$ cat config.mk
export PLATFORM = sky130hd
export DESIGN_NAME = ist_slave
export DESIGN_NICKNAME = d
export VERILOG_FILES = /design/src/include/ist_pkg.sv /design/src/logic/ist_timeout.sv /design/src/logic/ist_slave.sv
export SDC_FILE = /design/constraint.sdc
export NUM_CORES = 1
export LEC_CHECK = 0
export BUFFER_PORTS_ARGS = -buffer_cell sky130_fd_sc_hd__buf_2
export CAP_MARGIN = 20
export CORE_UTILIZATION = 50
export DETAILED_ROUTE_END_ITERATION = 6
export GPL_ROUTABILITY_DRIVEN = 0
export HOLD_SLACK_MARGIN = 0.03
export PLACE_DENSITY = 0.67
export SLEW_MARGIN = 40
export SYNTH_ARGS = -nofsm -noshare
export SYNTH_HDL_FRONTEND = slang
export SYNTH_SLANG_ARGS = --single-unit
$ cat constraint.sdc
create_clock -name clk -period 3.13 [get_ports clk]
set_input_delay 0.313 -clock clk [delete_from_list [all_inputs] [get_ports clk]]
set_output_delay 0.313 -clock clk [all_outputs]
set_load 0.1 [all_outputs]
$ cat src/include/ist_pkg.sv
// Package for the I2C slave data phase and bus time-out block
// Assumes a single 100 MHz clock and a plain strobed register port
package ist_pkg;

	// ****************************************
	// Register offsets (plain port, byte index)
	// ****************************************
	localparam logic [2:0] ADDR_DATA   = 3'h0; // i2c_data_buffer
	localparam logic [2:0] ADDR_OWN    = 3'h1; // own_slave_address_reg
	localparam logic [2:0] ADDR_CTRL0  = 3'h2; // serial_control_reg0
	localparam logic [2:0] ADDR_CTRL1  = 3'h3; // serial_control_reg1
	localparam logic [2:0] ADDR_TOC    = 3'h4; // timeout_control_reg

	// ****************************************
	// Field positions and reset values
	// ****************************************
	localparam int TOC_EN_BIT    = 7;
	localparam int TOC_FLAG_BIT  = 6;
	localparam int TOC_SEL_W     = 6;
	localparam int C1_MATCH_BIT  = 6;
	localparam int C1_BUSY_BIT   = 5;
	localparam int C1_TXMODE_BIT = 4;
	localparam int C1_ACKTX_BIT  = 3;
	localparam int C1_RW_BIT     = 2;
	localparam int C1_ACKRX_BIT  = 0;
	localparam logic [7:0] TOC_RST    = 8'h00;
	localparam logic [7:0] CTRL1_RST  = 8'h01;
	localparam logic [7:0] CTRL0_RST  = 8'h00;
	localparam logic [7:0] BYTE_ZERO  = 8'h00;
	localparam int BYTE_BITS   = 8;
	localparam int ADDR_BITS   = 7;
	localparam int SUB_DIV     = 32;

	// ****************************************
	// Carriers and states
	// ****************************************
	typedef struct packed {
		logic scl;
		logic sda;
	} ist_bus_t;

	typedef struct packed {
		logic sda_oe;
		logic scl_oe;
	} ist_drv_t;

	typedef enum logic [2:0] {
		ST_IDLE,
		ST_ADDR,
		ST_ACK,
		ST_STRETCH,
		ST_DATA,
		ST_WAIT
	} ist_state_t;

endpackage

$ cat src/logic/ist_timeout.sv
// Bus time-out counter ticking at subsidiary clock divided by 32
// Assumes sub_tick is a one-cycle enable at the subsidiary clock rate
`timescale 1ns/1ns
module ist_timeout #(
	parameter int SEL_W = 6,
	parameter int DIV   = 32
) (
	input  wire logic             clk,
	input  wire logic             resetn,
	input  wire logic             sub_tick,
	input  wire logic             run,
	input  wire logic             clear,
	input  wire logic [SEL_W-1:0] period_sel,
	output logic                  overflow
);
	localparam int DW = $clog2(DIV);
	logic [DW-1:0]  div_q;
	logic [SEL_W:0] cnt_q;
	wire            slow_tick = sub_tick && (div_q == DW'(DIV - 1));
	wire            expired   = slow_tick && (cnt_q == {1'b0, period_sel});

	// Divider and period counter, cleared on each SCL fall
	always_ff @(posedge clk or negedge resetn) begin
		if (!resetn) begin
			div_q    <= '0;
			cnt_q    <= '0;
			overflow <= 1'b0;
		end else if (!run || clear) begin
			div_q    <= '0;
			cnt_q    <= '0;
			overflow <= 1'b0;
		end else begin
			if (sub_tick)
				div_q <= (div_q == DW'(DIV - 1)) ? '0 : div_q + 1'b1;
			if (slow_tick)
				cnt_q <= cnt_q + 1'b1;
			overflow <= expired;
		end
	end
endmodule

$ cat src/logic/ist_slave.sv
// I2C slave data phase, acknowledge, clock stretch and bus time-out
// Assumes SCL/SDA inputs are synchronous to clk; pins are open drain
//
// Contract
// - Data bytes are eight bits, exchanged after own address is acknowledged.
// - Data bits travel most significant first.
// - Receiver drives a low acknowledge after eight bits before next byte.
// - Transmitting slave releases SDA when the master gives no acknowledge.
// - Received bytes land in data buffer; transmit bytes come from it.
// - As receiver the slave drives ack_to_send on the ninth clock.
// - SCL held low after match until buffer write or dummy read.
// - Time-out counter starts on START plus match, cleared each SCL fall.
// - Time-out declared when time since last SCL fall exceeds selection.
// - STOP halts time-out counting.
// - Overflow stops counter, clears timeout_enable, sets timeout_flag.
// - Time-out raises the shared I2C interrupt request.
// - Time-out resets control register 1; other registers keep contents.
// - Software clears timeout_flag by writing zero.
// - Six-bit period select chooses one of sixty-four periods.
// - Counter runs at subsidiary clock over 32, (sel+1)*32 periods.
// - Address equal to own address sets address_matched and interrupts.
// - ack_to_send zero acknowledges, one does not.
// - ack_received reads zero when acknowledge sampled on ninth clock.
//
// The address map and the strobed register port are this design's own decisions.
`timescale 1ns/1ns
module ist_slave (
	input  wire logic            clk,
	input  wire logic            resetn,
	input  wire logic            sub_tick,
	input  wire ist_pkg::ist_bus_t bus_in,
	output ist_pkg::ist_drv_t    bus_drv,
	input  wire logic [2:0]      reg_addr,
	input  wire logic [7:0]      reg_wdata,
	input  wire logic            reg_wr,
	input  wire logic            reg_rd,
	output logic [7:0]           reg_rdata,
	output logic                 irq
);
	// ****************************************
	// State and registers
	// ****************************************
	ist_pkg::ist_state_t st_q;
	logic [7:0] data_q, own_q, c0_q, shift_q, rdata_q;
	logic       match_q, busy_q, txm_q, ackt_q, rw_q, ackr_q;
	logic       toen_q, tof_q, irq_q, sda_oe_q, scl_oe_q;
	logic [5:0] tosel_q;
	logic [3:0] bit_q;
	logic       scl_p_q, sda_p_q, is_addr_q, tx_q;
	logic       to_ovf_raw;

	// ****************************************
	// Bus event decode
	// ****************************************
	wire scl_rise  = bus_in.scl && !scl_p_q;
	wire scl_fall  = !bus_in.scl && scl_p_q;
	wire start_ev  = bus_in.scl && scl_p_q && sda_p_q && !bus_in.sda;
	wire stop_ev   = bus_in.scl && scl_p_q && !sda_p_q && bus_in.sda;
	wire last_bit  = (bit_q == 4'(ist_pkg::BYTE_BITS - 1));
	wire addr_hit  = (shift_q[ist_pkg::ADDR_BITS-1:0] == own_q[ist_pkg::ADDR_BITS:1]) &&
	                 is_addr_q;
	wire wr_data   = reg_wr && (reg_addr == ist_pkg::ADDR_DATA);
	wire rd_data   = reg_rd && (reg_addr == ist_pkg::ADDR_DATA);
	wire wr_toc    = reg_wr && (reg_addr == ist_pkg::ADDR_TOC);
	wire to_run    = toen_q && busy_q && match_q;
	wire to_ovf    = to_ovf_raw && to_run;
	wire [7:0] c1_val = {1'b0, match_q, busy_q, txm_q, ackt_q, rw_q, 1'b0, ackr_q};
	wire [7:0] toc_val = {toen_q, tof_q, tosel_q};

	// ****************************************
	// Read mux
	// ****************************************
	logic [7:0] rd_mux;
	assign rd_mux = (reg_addr == ist_pkg::ADDR_DATA)  ? data_q :
	                (reg_addr == ist_pkg::ADDR_OWN)   ? own_q  :
	                (reg_addr == ist_pkg::ADDR_CTRL0) ? c0_q   :
	                (reg_addr == ist_pkg::ADDR_CTRL1) ? c1_val :
	                (reg_addr == ist_pkg::ADDR_TOC)   ? toc_val : ist_pkg::BYTE_ZERO;

	// Read data one cycle after the strobe
	always_ff @(posedge clk or negedge resetn) begin
		if (!resetn)
			rdata_q <= ist_pkg::BYTE_ZERO;
		else
			rdata_q <= reg_rd ? rd_mux : ist_pkg::BYTE_ZERO;
	end
	assign reg_rdata = rdata_q;

	// ****************************************
	// Time-out counter
	// ****************************************
	ist_timeout #(
		.SEL_W (ist_pkg::TOC_SEL_W),
		.DIV   (ist_pkg::SUB_DIV)
	) u_to (
		.clk        (clk),
		.resetn     (resetn),
		.sub_tick   (sub_tick),
		.run        (to_run),
		.clear      (scl_fall),
		.period_sel (tosel_q),
		.overflow   (to_ovf_raw)
	);

	// Time-out control register
	always_ff @(posedge clk or negedge resetn) begin
		if (!resetn) begin
			toen_q  <= ist_pkg::TOC_RST[ist_pkg::TOC_EN_BIT];
			tof_q   <= ist_pkg::TOC_RST[ist_pkg::TOC_FLAG_BIT];
			tosel_q <= ist_pkg::TOC_RST[ist_pkg::TOC_SEL_W-1:0];
		end else begin
			if (wr_toc) begin
				toen_q  <= reg_wdata[ist_pkg::TOC_EN_BIT];
				tof_q   <= reg_wdata[ist_pkg::TOC_FLAG_BIT];
				tosel_q <= reg_wdata[ist_pkg::TOC_SEL_W-1:0];
			end
			if (to_ovf) begin
				toen_q <= 1'b0;
				tof_q  <= 1'b1;
			end
		end
	end

	// Plain software registers kept through a time-out
	always_ff @(posedge clk or negedge resetn) begin
		if (!resetn) begin
			own_q <= ist_pkg::BYTE_ZERO;
			c0_q  <= ist_pkg::CTRL0_RST;
		end else if (reg_wr) begin
			if (reg_addr == ist_pkg::ADDR_OWN)
				own_q <= reg_wdata;
			if (reg_addr == ist_pkg::ADDR_CTRL0)
				c0_q <= reg_wdata;
		end
	end

	// ****************************************
	// Byte engine and control register 1
	// ****************************************
	always_ff @(posedge clk or negedge resetn) begin
		if (!resetn) begin
			st_q      <= ist_pkg::ST_IDLE;
			data_q    <= ist_pkg::BYTE_ZERO;
			shift_q   <= ist_pkg::BYTE_ZERO;
			bit_q     <= '0;
			{match_q, busy_q, txm_q, ackt_q, rw_q} <= 5'h00;
			ackr_q    <= ist_pkg::CTRL1_RST[ist_pkg::C1_ACKRX_BIT];
			sda_oe_q  <= 1'b0;
			scl_oe_q  <= 1'b0;
			irq_q     <= 1'b0;
			scl_p_q   <= 1'b1;
			sda_p_q   <= 1'b1;
			is_addr_q <= 1'b0;
			tx_q      <= 1'b0;
		end else begin
			scl_p_q <= bus_in.scl;
			sda_p_q <= bus_in.sda;
			irq_q   <= 1'b0;
			if (wr_data)
				data_q <= reg_wdata;
			if (reg_wr && reg_addr == ist_pkg::ADDR_CTRL1) begin
				txm_q  <= reg_wdata[ist_pkg::C1_TXMODE_BIT];
				ackt_q <= reg_wdata[ist_pkg::C1_ACKTX_BIT];
			end
			if (to_ovf) begin
				st_q     <= ist_pkg::ST_IDLE;
				{match_q, busy_q, txm_q, ackt_q, rw_q} <= 5'h00;
				ackr_q   <= ist_pkg::CTRL1_RST[ist_pkg::C1_ACKRX_BIT];
				sda_oe_q <= 1'b0;
				scl_oe_q <= 1'b0;
				tx_q     <= 1'b0;
				irq_q    <= 1'b1;
			end else if (stop_ev) begin
				st_q     <= ist_pkg::ST_IDLE;
				busy_q   <= 1'b0;
				match_q  <= 1'b0;
				sda_oe_q <= 1'b0;
				scl_oe_q <= 1'b0;
				tx_q     <= 1'b0;
			end else if (start_ev) begin
				st_q      <= ist_pkg::ST_ADDR;
				busy_q    <= 1'b1;
				match_q   <= 1'b0;
				is_addr_q <= 1'b1;
				bit_q     <= '0;
				sda_oe_q  <= 1'b0;
				tx_q      <= 1'b0; // Address is always received
			end else begin
				unique case (st_q)
					ist_pkg::ST_IDLE: begin
						sda_oe_q <= 1'b0;
					end
					ist_pkg::ST_ADDR, ist_pkg::ST_DATA: begin
						if (scl_rise && !tx_q) begin
							shift_q <= {shift_q[6:0], bus_in.sda};
							bit_q   <= bit_q + 1'b1;
							if (last_bit) begin
								if (is_addr_q) begin
									if (addr_hit)
										rw_q <= bus_in.sda;
									match_q <= addr_hit;
									irq_q   <= addr_hit;
								end else begin
									data_q <= {shift_q[6:0], bus_in.sda};
									irq_q  <= 1'b1;
								end
								st_q <= (is_addr_q && !addr_hit) ? ist_pkg::ST_WAIT
								                                 : ist_pkg::ST_ACK;
							end
						end else if (scl_rise && tx_q) begin
							bit_q <= bit_q + 1'b1;
							if (last_bit)
								st_q <= ist_pkg::ST_ACK;
						end else if (scl_fall && tx_q) begin
							sda_oe_q <= !shift_q[7];
							shift_q  <= {shift_q[6:0], 1'b0};
						end
					end
					ist_pkg::ST_ACK: begin
						if (scl_fall && !tx_q && bit_q == 4'(ist_pkg::BYTE_BITS))
							sda_oe_q <= is_addr_q ? 1'b1 : !ackt_q;
						else if (scl_fall && tx_q)
							sda_oe_q <= 1'b0;
						if (scl_rise) begin
							bit_q <= '0;
							if (tx_q && !is_addr_q) begin
								ackr_q <= bus_in.sda;
								irq_q  <= 1'b1;
							end
						end
						if (scl_fall && bit_q == '0) begin
							sda_oe_q  <= 1'b0;
							scl_oe_q  <= !(tx_q && ackr_q);
							if (is_addr_q)
								tx_q <= rw_q;
							is_addr_q <= 1'b0;
							st_q <= (tx_q && ackr_q && !is_addr_q) ? ist_pkg::ST_WAIT
							                                       : ist_pkg::ST_STRETCH;
						end
					end
					ist_pkg::ST_STRETCH: begin
						if ((tx_q && wr_data) || (!tx_q && rd_data)) begin
							scl_oe_q <= 1'b0;
							shift_q  <= tx_q ? {reg_wdata[6:0], 1'b0} : shift_q;
							sda_oe_q <= tx_q && !reg_wdata[7];
							bit_q    <= '0;
							st_q     <= ist_pkg::ST_DATA;
						end
					end
					ist_pkg::ST_WAIT: begin
						sda_oe_q <= 1'b0;
					end
					default: st_q <= ist_pkg::ST_IDLE;
				endcase
			end
		end
	end

	assign bus_drv = '{sda_oe: sda_oe_q, scl_oe: scl_oe_q};
	assign irq            = irq_q;

	// ****************************************
	// Checks
	// ****************************************
	property p_to_clears_en;
		@(posedge clk) disable iff (!resetn) to_ovf |=> !toen_q && tof_q;
	endproperty
	a_to_clears_en: assert property (p_to_clears_en) else $error("enable not cleared");

	property p_to_irq;
		@(posedge clk) disable iff (!resetn) to_ovf |=> irq;
	endproperty
	a_to_irq: assert property (p_to_irq) else $error("no irq on time-out");

	property p_to_reset_c1;
		@(posedge clk) disable iff (!resetn) to_ovf |=> !match_q && !scl_oe_q;
	endproperty
	a_to_reset_c1: assert property (p_to_reset_c1) else $error("ctrl1 kept");

	property p_no_to_disabled;
		@(posedge clk) disable iff (!resetn) !toen_q && !wr_toc |=> $stable(tof_q);
	endproperty
	a_no_to_disabled: assert property (p_no_to_disabled) else $error("time-out while off");

	property p_stop_halts;
		@(posedge clk) disable iff (!resetn) stop_ev ##1 !start_ev |=> !to_ovf;
	endproperty
	a_stop_halts: assert property (p_stop_halts) else $error("count after stop");

	property p_flag_clear;
		@(posedge clk) disable iff (!resetn)
			wr_toc && !reg_wdata[ist_pkg::TOC_FLAG_BIT] && !to_ovf |=> !tof_q;
	endproperty
	a_flag_clear: assert property (p_flag_clear) else $error("flag not cleared");

	property p_release_stretch;
		@(posedge clk) disable iff (!resetn)
			st_q == ist_pkg::ST_STRETCH && !tx_q && rd_data && !to_ovf && !stop_ev
			&& !start_ev |=> !scl_oe_q;
	endproperty
	a_release_stretch: assert property (p_release_stretch) else $error("SCL stuck");

	property p_nack_release;
		@(posedge clk) disable iff (!resetn) st_q == ist_pkg::ST_WAIT |=> !sda_oe_q;
	endproperty
	a_nack_release: assert property (p_nack_release) else $error("SDA held");

	property p_rdata;
		@(posedge clk) disable iff (!resetn)
			reg_rd && reg_addr == ist_pkg::ADDR_TOC |=> reg_rdata == $past(toc_val);
	endproperty
	a_rdata: assert property (p_rdata) else $error("bad toc read");

	property p_tx_msb_first;
		@(posedge clk) disable iff (!resetn)
			st_q == ist_pkg::ST_STRETCH && tx_q && wr_data && !to_ovf && !stop_ev && !start_ev
			|=> sda_oe_q == !$past(reg_wdata[ist_pkg::BYTE_BITS-1]);
	endproperty
	a_tx_msb_first: assert property (p_tx_msb_first) else $error("MSB not driven");

	property p_addr_ack;
		@(posedge clk) disable iff (!resetn)
			st_q == ist_pkg::ST_ACK && is_addr_q && scl_fall && bit_q == 4'(ist_pkg::BYTE_BITS)
			&& !to_ovf && !stop_ev && !start_ev |=> sda_oe_q;
	endproperty
	a_addr_ack: assert property (p_addr_ack) else $error("address not acked");

	property p_ack_drive;
		@(posedge clk) disable iff (!resetn)
			st_q == ist_pkg::ST_ACK && !is_addr_q && !tx_q && scl_fall
			&& bit_q == 4'(ist_pkg::BYTE_BITS) && !to_ovf && !stop_ev && !start_ev
			|=> sda_oe_q == !$past(ackt_q);
	endproperty
	a_ack_drive: assert property (p_ack_drive) else $error("wrong ack level");

	property p_tx_nack_wait;
		@(posedge clk) disable iff (!resetn)
			st_q == ist_pkg::ST_ACK && tx_q && !is_addr_q && scl_fall && bit_q == '0
			&& ackr_q && !to_ovf && !stop_ev && !start_ev
			|=> st_q == ist_pkg::ST_WAIT && !scl_oe_q && !sda_oe_q;
	endproperty
	a_tx_nack_wait: assert property (p_tx_nack_wait) else $error("bus kept after nack");

	// Main scenarios reached
	c_timeout: cover property (@(posedge clk) disable iff (!resetn) to_ovf);
	c_tx_start: cover property (@(posedge clk) disable iff (!resetn)
		st_q == ist_pkg::ST_STRETCH && tx_q ##1 st_q == ist_pkg::ST_DATA);
	c_match: cover property (@(posedge clk) disable iff (!resetn) !match_q ##1 match_q);
	c_stretch: cover property (@(posedge clk) disable iff (!resetn)
		st_q == ist_pkg::ST_STRETCH ##1 st_q == ist_pkg::ST_DATA);
	c_nack: cover property (@(posedge clk) disable iff (!resetn) st_q == ist_pkg::ST_WAIT);
endmodule

**Word level (Yosys, flattened, before mapping)**

Cells that the tools add are included.

- Flip-flop bits (word level): 81
- Input port bits: 18

- $add $sub $neg: 3
- Eq/ne operators: 36
- Mux-type cells: 112
- Bitwise logic cells: 3
- Reduce and logical (&&, ||, !) cells: 86

Operators with widths:

| cell | number |
|---|---|
| 8-bit two-way mux | 19 |
| 1-bit two-way mux | 66 |
| 3-bit two-way mux | 11 |
| 4-bit nonzero test | 8 |
| 1-bit logical AND | 30 |
| 2-bit nonzero test | 15 |
| 5-bit != test (second input constant) | 5 |
| 4-bit two-way mux | 5 |
| 6-bit != test (second input constant) | 3 |
| 6-bit AND reduction | 3 |
| 8-bit one-hot mux with 2 select lines | 1 |
| 5-bit two-way mux | 3 |
| 7-bit two-way mux | 2 |
| 3-bit by 2-bit == test with 1-bit output (second input constant) | 4 |
| 1-bit logical NOT | 12 |
| 3-bit != test (second input constant) | 4 |
| 4-bit != test (second input constant) | 3 |
| 3-bit one-hot mux with 4 select lines | 1 |
| 4-bit one-hot mux with 3 select lines | 1 |
| 4-bit AND reduction | 3 |
| 3-bit == test (second input constant) | 3 |
| 8-bit AND reduction | 1 |
| 7-bit by 1-bit adder with 7-bit output (second input constant) | 1 |
| 7-bit by 6-bit == test with 1-bit output | 1 |
| 25 further kinds | 35 |

**Logic depth before layout (Yosys ltp)**

- Depth in word-level cells: 11
- Depth in mapped cells: 8
- Gate-level depth less buffers: 8

**By module**

Synthesis repeated with hierarchy kept, for this count alone.

- Cell total of the unflattened synthesis: 413
- Area total of the unflattened synthesis: 4475.5 µm²

Modules (own cells, without submodules):

| module | instances | cells an instance | area an instance (µm²) |
|---|---|---|---|
| ist_slave | 1 | 341 | 3756.1 |
| ist_timeout | 1 | 72 | 719.4 |

**Least setup slack after synthesis**

No wires, ideal clock.

- Path kind: reg2reg
- From: register bit_q[0]
- To: register sda_oe_q
- Arrival: 1840 ps
- Data required time: 3051 ps
- Setup slack: 1211 ps
- Cell stages (with the launch flop): 8
- Buffers on the path: 0
- Period minus slack after synthesis: 1919 ps
- Path through: dfrtp_1 > inv_1 > ha_1 > nor4bb_1 > a41o_1 > a21oi_1 > or4_1 > a21oi_1

- Cells in the longest elaborated chain, start to end: 8
- Elaborated cells on any way between the ends: 12

Ends and longest elaborated chain:

| what | line | text |
|---|---|---|
| start, declared | ist_slave.sv:48 | `logic [3:0] bit_q;` |
| start signal, assigned | ist_slave.sv:196 | `bit_q <= bit_q + 1'b1;` |
| start signal, assigned | ist_slave.sv:211 | `bit_q <= bit_q + 1'b1;` |
| 4-bit == test | ist_slave.sv:220 | `if (scl_fall && !tx_q && bit_q == 4'(ist_pkg::BYTE_BITS))` |
| 1-bit logical AND | ist_slave.sv:220 |  |
| 1-bit two-way mux | ist_slave.sv:220 |  |
| 1-bit two-way mux | ist_slave.sv:231 | `if (scl_fall && bit_q == '0) begin` |
| 1-bit one-hot mux with 4 select lines | ist_slave.sv:189 | `unique case (st_q)` |
| 1-bit two-way mux | ist_slave.sv:180 | `end else if (start_ev) begin` |
| 1-bit two-way mux | ist_slave.sv:173 | `end else if (stop_ev) begin` |
| 1-bit two-way mux | ist_slave.sv:165 | `if (to_ovf) begin` |
| end signal, assigned | ist_slave.sv:215 | `sda_oe_q <= !shift_q[7];` |
| end signal, assigned | ist_slave.sv:221 | `sda_oe_q <= is_addr_q ? 1'b1 : !ackt_q;` |
| end signal, assigned | ist_slave.sv:245 | `sda_oe_q <= tx_q && !reg_wdata[7];` |
| end, declared | ist_slave.sv:46 | `logic toen_q, tof_q, irq_q, sda_oe_q, scl_oe_q;` |

Several ways; a longest one is shown, not always the timed one.
A chain may end at the register's enable or synchronous reset.

**Final worst setup path**

- From: register tx_q
- To: register data_q[1]

- Cells in the longest elaborated chain, start to end: 7

Ends and longest elaborated chain:

| what | line | text |
|---|---|---|
| start, declared | ist_slave.sv:49 | `logic scl_p_q, sda_p_q, is_addr_q, tx_q;` |
| start signal, assigned | ist_slave.sv:235 | `tx_q <= rw_q;` |
| 1-bit logical NOT | ist_slave.sv:194 | `if (scl_rise && !tx_q) begin` |
| 1-bit logical AND | ist_slave.sv:194 |  |
| 8-bit two-way mux | ist_slave.sv:194 |  |
| 8-bit two-way mux | ist_slave.sv:189 |  |
| 8-bit two-way mux | ist_slave.sv:180 |  |
| 8-bit two-way mux | ist_slave.sv:173 |  |
| 8-bit two-way mux | ist_slave.sv:165 |  |
| end signal, assigned | ist_slave.sv:143 | `data_q <= ist_pkg::BYTE_ZERO;` |
| end signal, assigned | ist_slave.sv:160 | `data_q <= reg_wdata;` |
| end signal, assigned | ist_slave.sv:204 | `data_q <= {shift_q[6:0], bus_in.sda};` |
| end, declared | ist_slave.sv:44 | `logic [7:0] data_q, own_q, c0_q, shift_q, rdata_q;` |

No other way between the ends.

==> flow_metrics.env <==
export IMPL_setup_viol=0
export IMPL_cp_cell_sequence="or3b_1 -> nor4b_2 -> and3_1 -> o21ai_0"
export IMPL_fmax_ghz=0.4173
export IMPL_cp_max_fo=16
export IMPL_cts_tree="yes"
export IMPL_cts_buffers=9
export IMPL_clk_pin_slew_ns=0.10
export IMPL_postSynthAreaPerCell_um2=10.39
export IMPL_fill_cells=738
export IMPL_utilization_pct=57.76
export IMPL_holdCritPathClass="input port to flop"
export IMPL_internal_power_mw=1.729
export IMPL_cp_slowest_cell="dfrtp_1"
export IMPL_dp_hpwl_um=7241
export IMPL_netSwitchingFraction_pct=31.11
export IMPL_hold_violations=0
export IMPL_p_clk_share_pct=31.3
export IMPL_overflow=0
export IMPL_grt_pass1_vias=3244
export IMPL_max_slew_margin_pct=42.42
export IMPL_maxCapViolations=0
export IMPL_grt_max_degree=82
export IMPL_ant_nets=0
export IMPL_wl_per_cell_um=19.14
export IMPL_grt_usage_pct=24.90
export IMPL_drtIter0Drc=229
export IMPL_area_growth_pct=10.66
export IMPL_power_share_sequential_pct=51.1
export IMPL_avgViaCountPerCell=6.099
export IMPL_crit_required_ns=3.33
export IMPL_synth_ff_type="dfrtp_1"
export IMPL_status="finished clean"
export IMPL_async_flop_share_pct=100.0
export IMPL_crit_path_end_kind="flop"
export IMPL_synth_fp_nets=442
export IMPL_post_dp_cell_area_mm2=0.004567
export IMPL_drive_above_1_share_pct=22.10
export IMPL_wl_um=10590
export IMPL_die_area_mm2=0.009083
export IMPL_stdcell_area_mm2=0.004817
export IMPL_die_x_um=95.31
export IMPL_cts_sinks=81
export IMPL_path_delay_family="simple AND/OR/NAND/NOR gates"
export IMPL_total_power_mw=2.510
export IMPL_synth_distinct_cells=57
export IMPL_hold_ws_ns=0.09259
export IMPL_synth_seq_cells=81
export IMPL_layout_min_cycle_time_ns=2.397
export IMPL_pin_count=29
export IMPL_synth_edff_count=0
export IMPL_maxSlewViolCount=0
export IMPL_cts_buffer_depth=2
export IMPL_clock_skew_ns=0.01679
export IMPL_insertion_delay_ns=0.36
export IMPL_vias=3373
export IMPL_die_height_um=95.31
export IMPL_initial_utilization_pct=52.19
export IMPL_drc=0
export IMPL_tns_ns=0
export IMPL_syn_area_mm2=0.004353
export IMPL_ir_drop_mv=0.2685
export IMPL_core_area_mm2=0.008341
export IMPL_fin_nets=466
export IMPL_ys_seq_area_share_pct=46.65
export IMPL_grt_pass1_wl_um=16870
export IMPL_first_pass_iters=5
export IMPL_htreeDepth=3
export IMPL_port_buffers=28
export IMPL_max_slew_worst_pin_slew_ns=0.8620
export IMPL_power_density_mw_per_mm2=521.0
export IMPL_start_kind="flop"
export IMPL_finalCritPeriodShare_pct=76.57
export IMPL_pwr_share_comb_pct=17.7
export IMPL_root_buffer="clkbuf_8"
export IMPL_antenna_found_initial=0
export IMPL_cts_setup_buffers=0
export IMPL_path_buf_inv=0
export IMPL_criticalPathCategory="flop to flop"
export IMPL_power_switching_mw=0.7807
export IMPL_syn_inst=419
export IMPL_slowest_delay_ns=0.57
export IMPL_worstPathArrival_ns=2.60
export IMPL_leakage_nw=2.065
export IMPL_ys_warn_count=0
export IMPL_placementRows=33
export IMPL_rsz0062_at_grt="no"
export IMPL_antenna_cells=0
## flip-flops by register name, summed over array words and instances, names as in the netlist, 3 cells and up
register,count
c0_q,8
data_q,8
own_q,8
reg_rdata,8
shift_q,8
u_to.cnt_q,7
tosel_q,6
u_to.div_q,5
bit_q,4
st_q,3
## through the flow
stage	setup WS, ns	std cells
floorplan	1.211	419
global placement	0.8112	535
detailed placement	0.7842	535
CTS	0.7653	552
global route	0.5786	553
finish	0.7335	553
## cell type report
cell class	instances	area [µm²]	share of cell area, %
Multi-Input combinational cell	311	2225	46.18
Inverter	8	30.03	0.6234
Sequential cell	81	2031	42.16
Clock buffer	9	123.9	2.571
Timing Repair Buffer	32	198.9	4.130
Clock inverter	7	77.57	1.610
Tap cell	105	131.4	2.727
## power groups by stage
stage          combinational (mW)  clock, mW  sequential [mW]
4_1_cts                     0.435      0.801             1.28
6_report                    0.444      0.785             1.28
3_5_place_dp                0.433          0             1.30
3_3_place_gp                0.425          0             1.29
2_1_floorplan               0.263          0             1.32
5_1_grt                     0.488      0.842             1.30
## layer usage
metal	part of all wire, %	GRT usage [%]	vias to the layer above
met5	0	0	-
met4	1.1	8.333	0
met3	4.1	3.748	11
met2	49	39.70	99
met1	46	34.67	1693
li1	-	-	1570
## cells in the mapped netlist (all sizes together) (7+ instances only)
| cell type | instances | area share, % |
|---|---|---|
| and2 | 10 | 1.4 |
| mux2 | 43 | 11 |
| mux2i | 18 | 4.1 |
| dfrtp | 78 | 45 |
| buf | 7 | 0.89 |
| nor2 | 27 | 2.3 |
| xor2 | 11 | 2.2 |
| clkbuf | 12 | 1.0 |
| nand2 | 35 | 3.0 |
| nor2b | 13 | 1.9 |
| o21ai | 26 | 3.0 |
| xnor2 | 10 | 2.0 |
| nand3 | 14 | 1.6 |
| a21oi | 13 | 1.5 |
| inv | 8 | 0.69 |
| a22oi | 12 | 2.1 |
| o22ai | 10 | 1.4 |
## worst paths after layout
check                              startpoint            end  slack, ns  depth (start not counted)
worst min-delay path                bus_in[1]        scl_p_q       0.09                          1
worst max-delay path                     tx_q      data_q[1]       0.73                          4
worst min register to register  u_to.cnt_q[6]  u_to.overflow       0.49                          1
worst max register to register           tx_q      data_q[1]       0.73                          4
max in group asynchronous              resetn        st_q[1]       2.21                          3
min in group asynchronous              resetn       bit_q[0]       0.35                          2
## what timing repair did
| item | in CTS | in global routing |
|---|---|---|
| endpoints found under the hold margin | 8 | 0 |
| resized for setup | 0 | 0 |
| hold buffers | 1 | 0 |
## cells in the final DEF (no fill, tap or decap), types with 8 or more instances in the layout
cell type  netlist  routed
dfrtp_1         78      78
mux2_2          41      41
nand2_1         35      35
buf_2            4      27
nor2_1          27      26
o21ai_0         23      23
mux2i_1         18      18
nand3_1         14      14
a21oi_1         13      13
a22oi_1         12      12
nor2b_1         13      12
xor2_1          11      11
xnor2_1         10      10
o22ai_1         10      10
and2_1           9       9
clkbuf_8         0       9
inv_1            8       8
## worst register-to-register path, stage by stage (launching register included)
cell and delay [ns]:
dfrtp_1 0.57, or3b_1 0.48, nor4b_2 0.45, and3_1 0.57, o21ai_0 0.19
## cell families (layout without fill, tap and decap cells)
kind of cell / Yosys count / after routing / share of synthesized area, %
and+or+nand+nor: 134 / 134 / 16.07
AOI/OAI and AO/OA: 89 / 89 / 13.51
DFF: 81 / 81 / 46.65
muxes: 61 / 61 / 15.26
buffers and inverters: 27 / 56 / 2.615
xor gates and xnor gates: 21 / 21 / 4.225
adders and majority gates: 6 / 6 / 1.667
(Power assumes the default switching activity.)
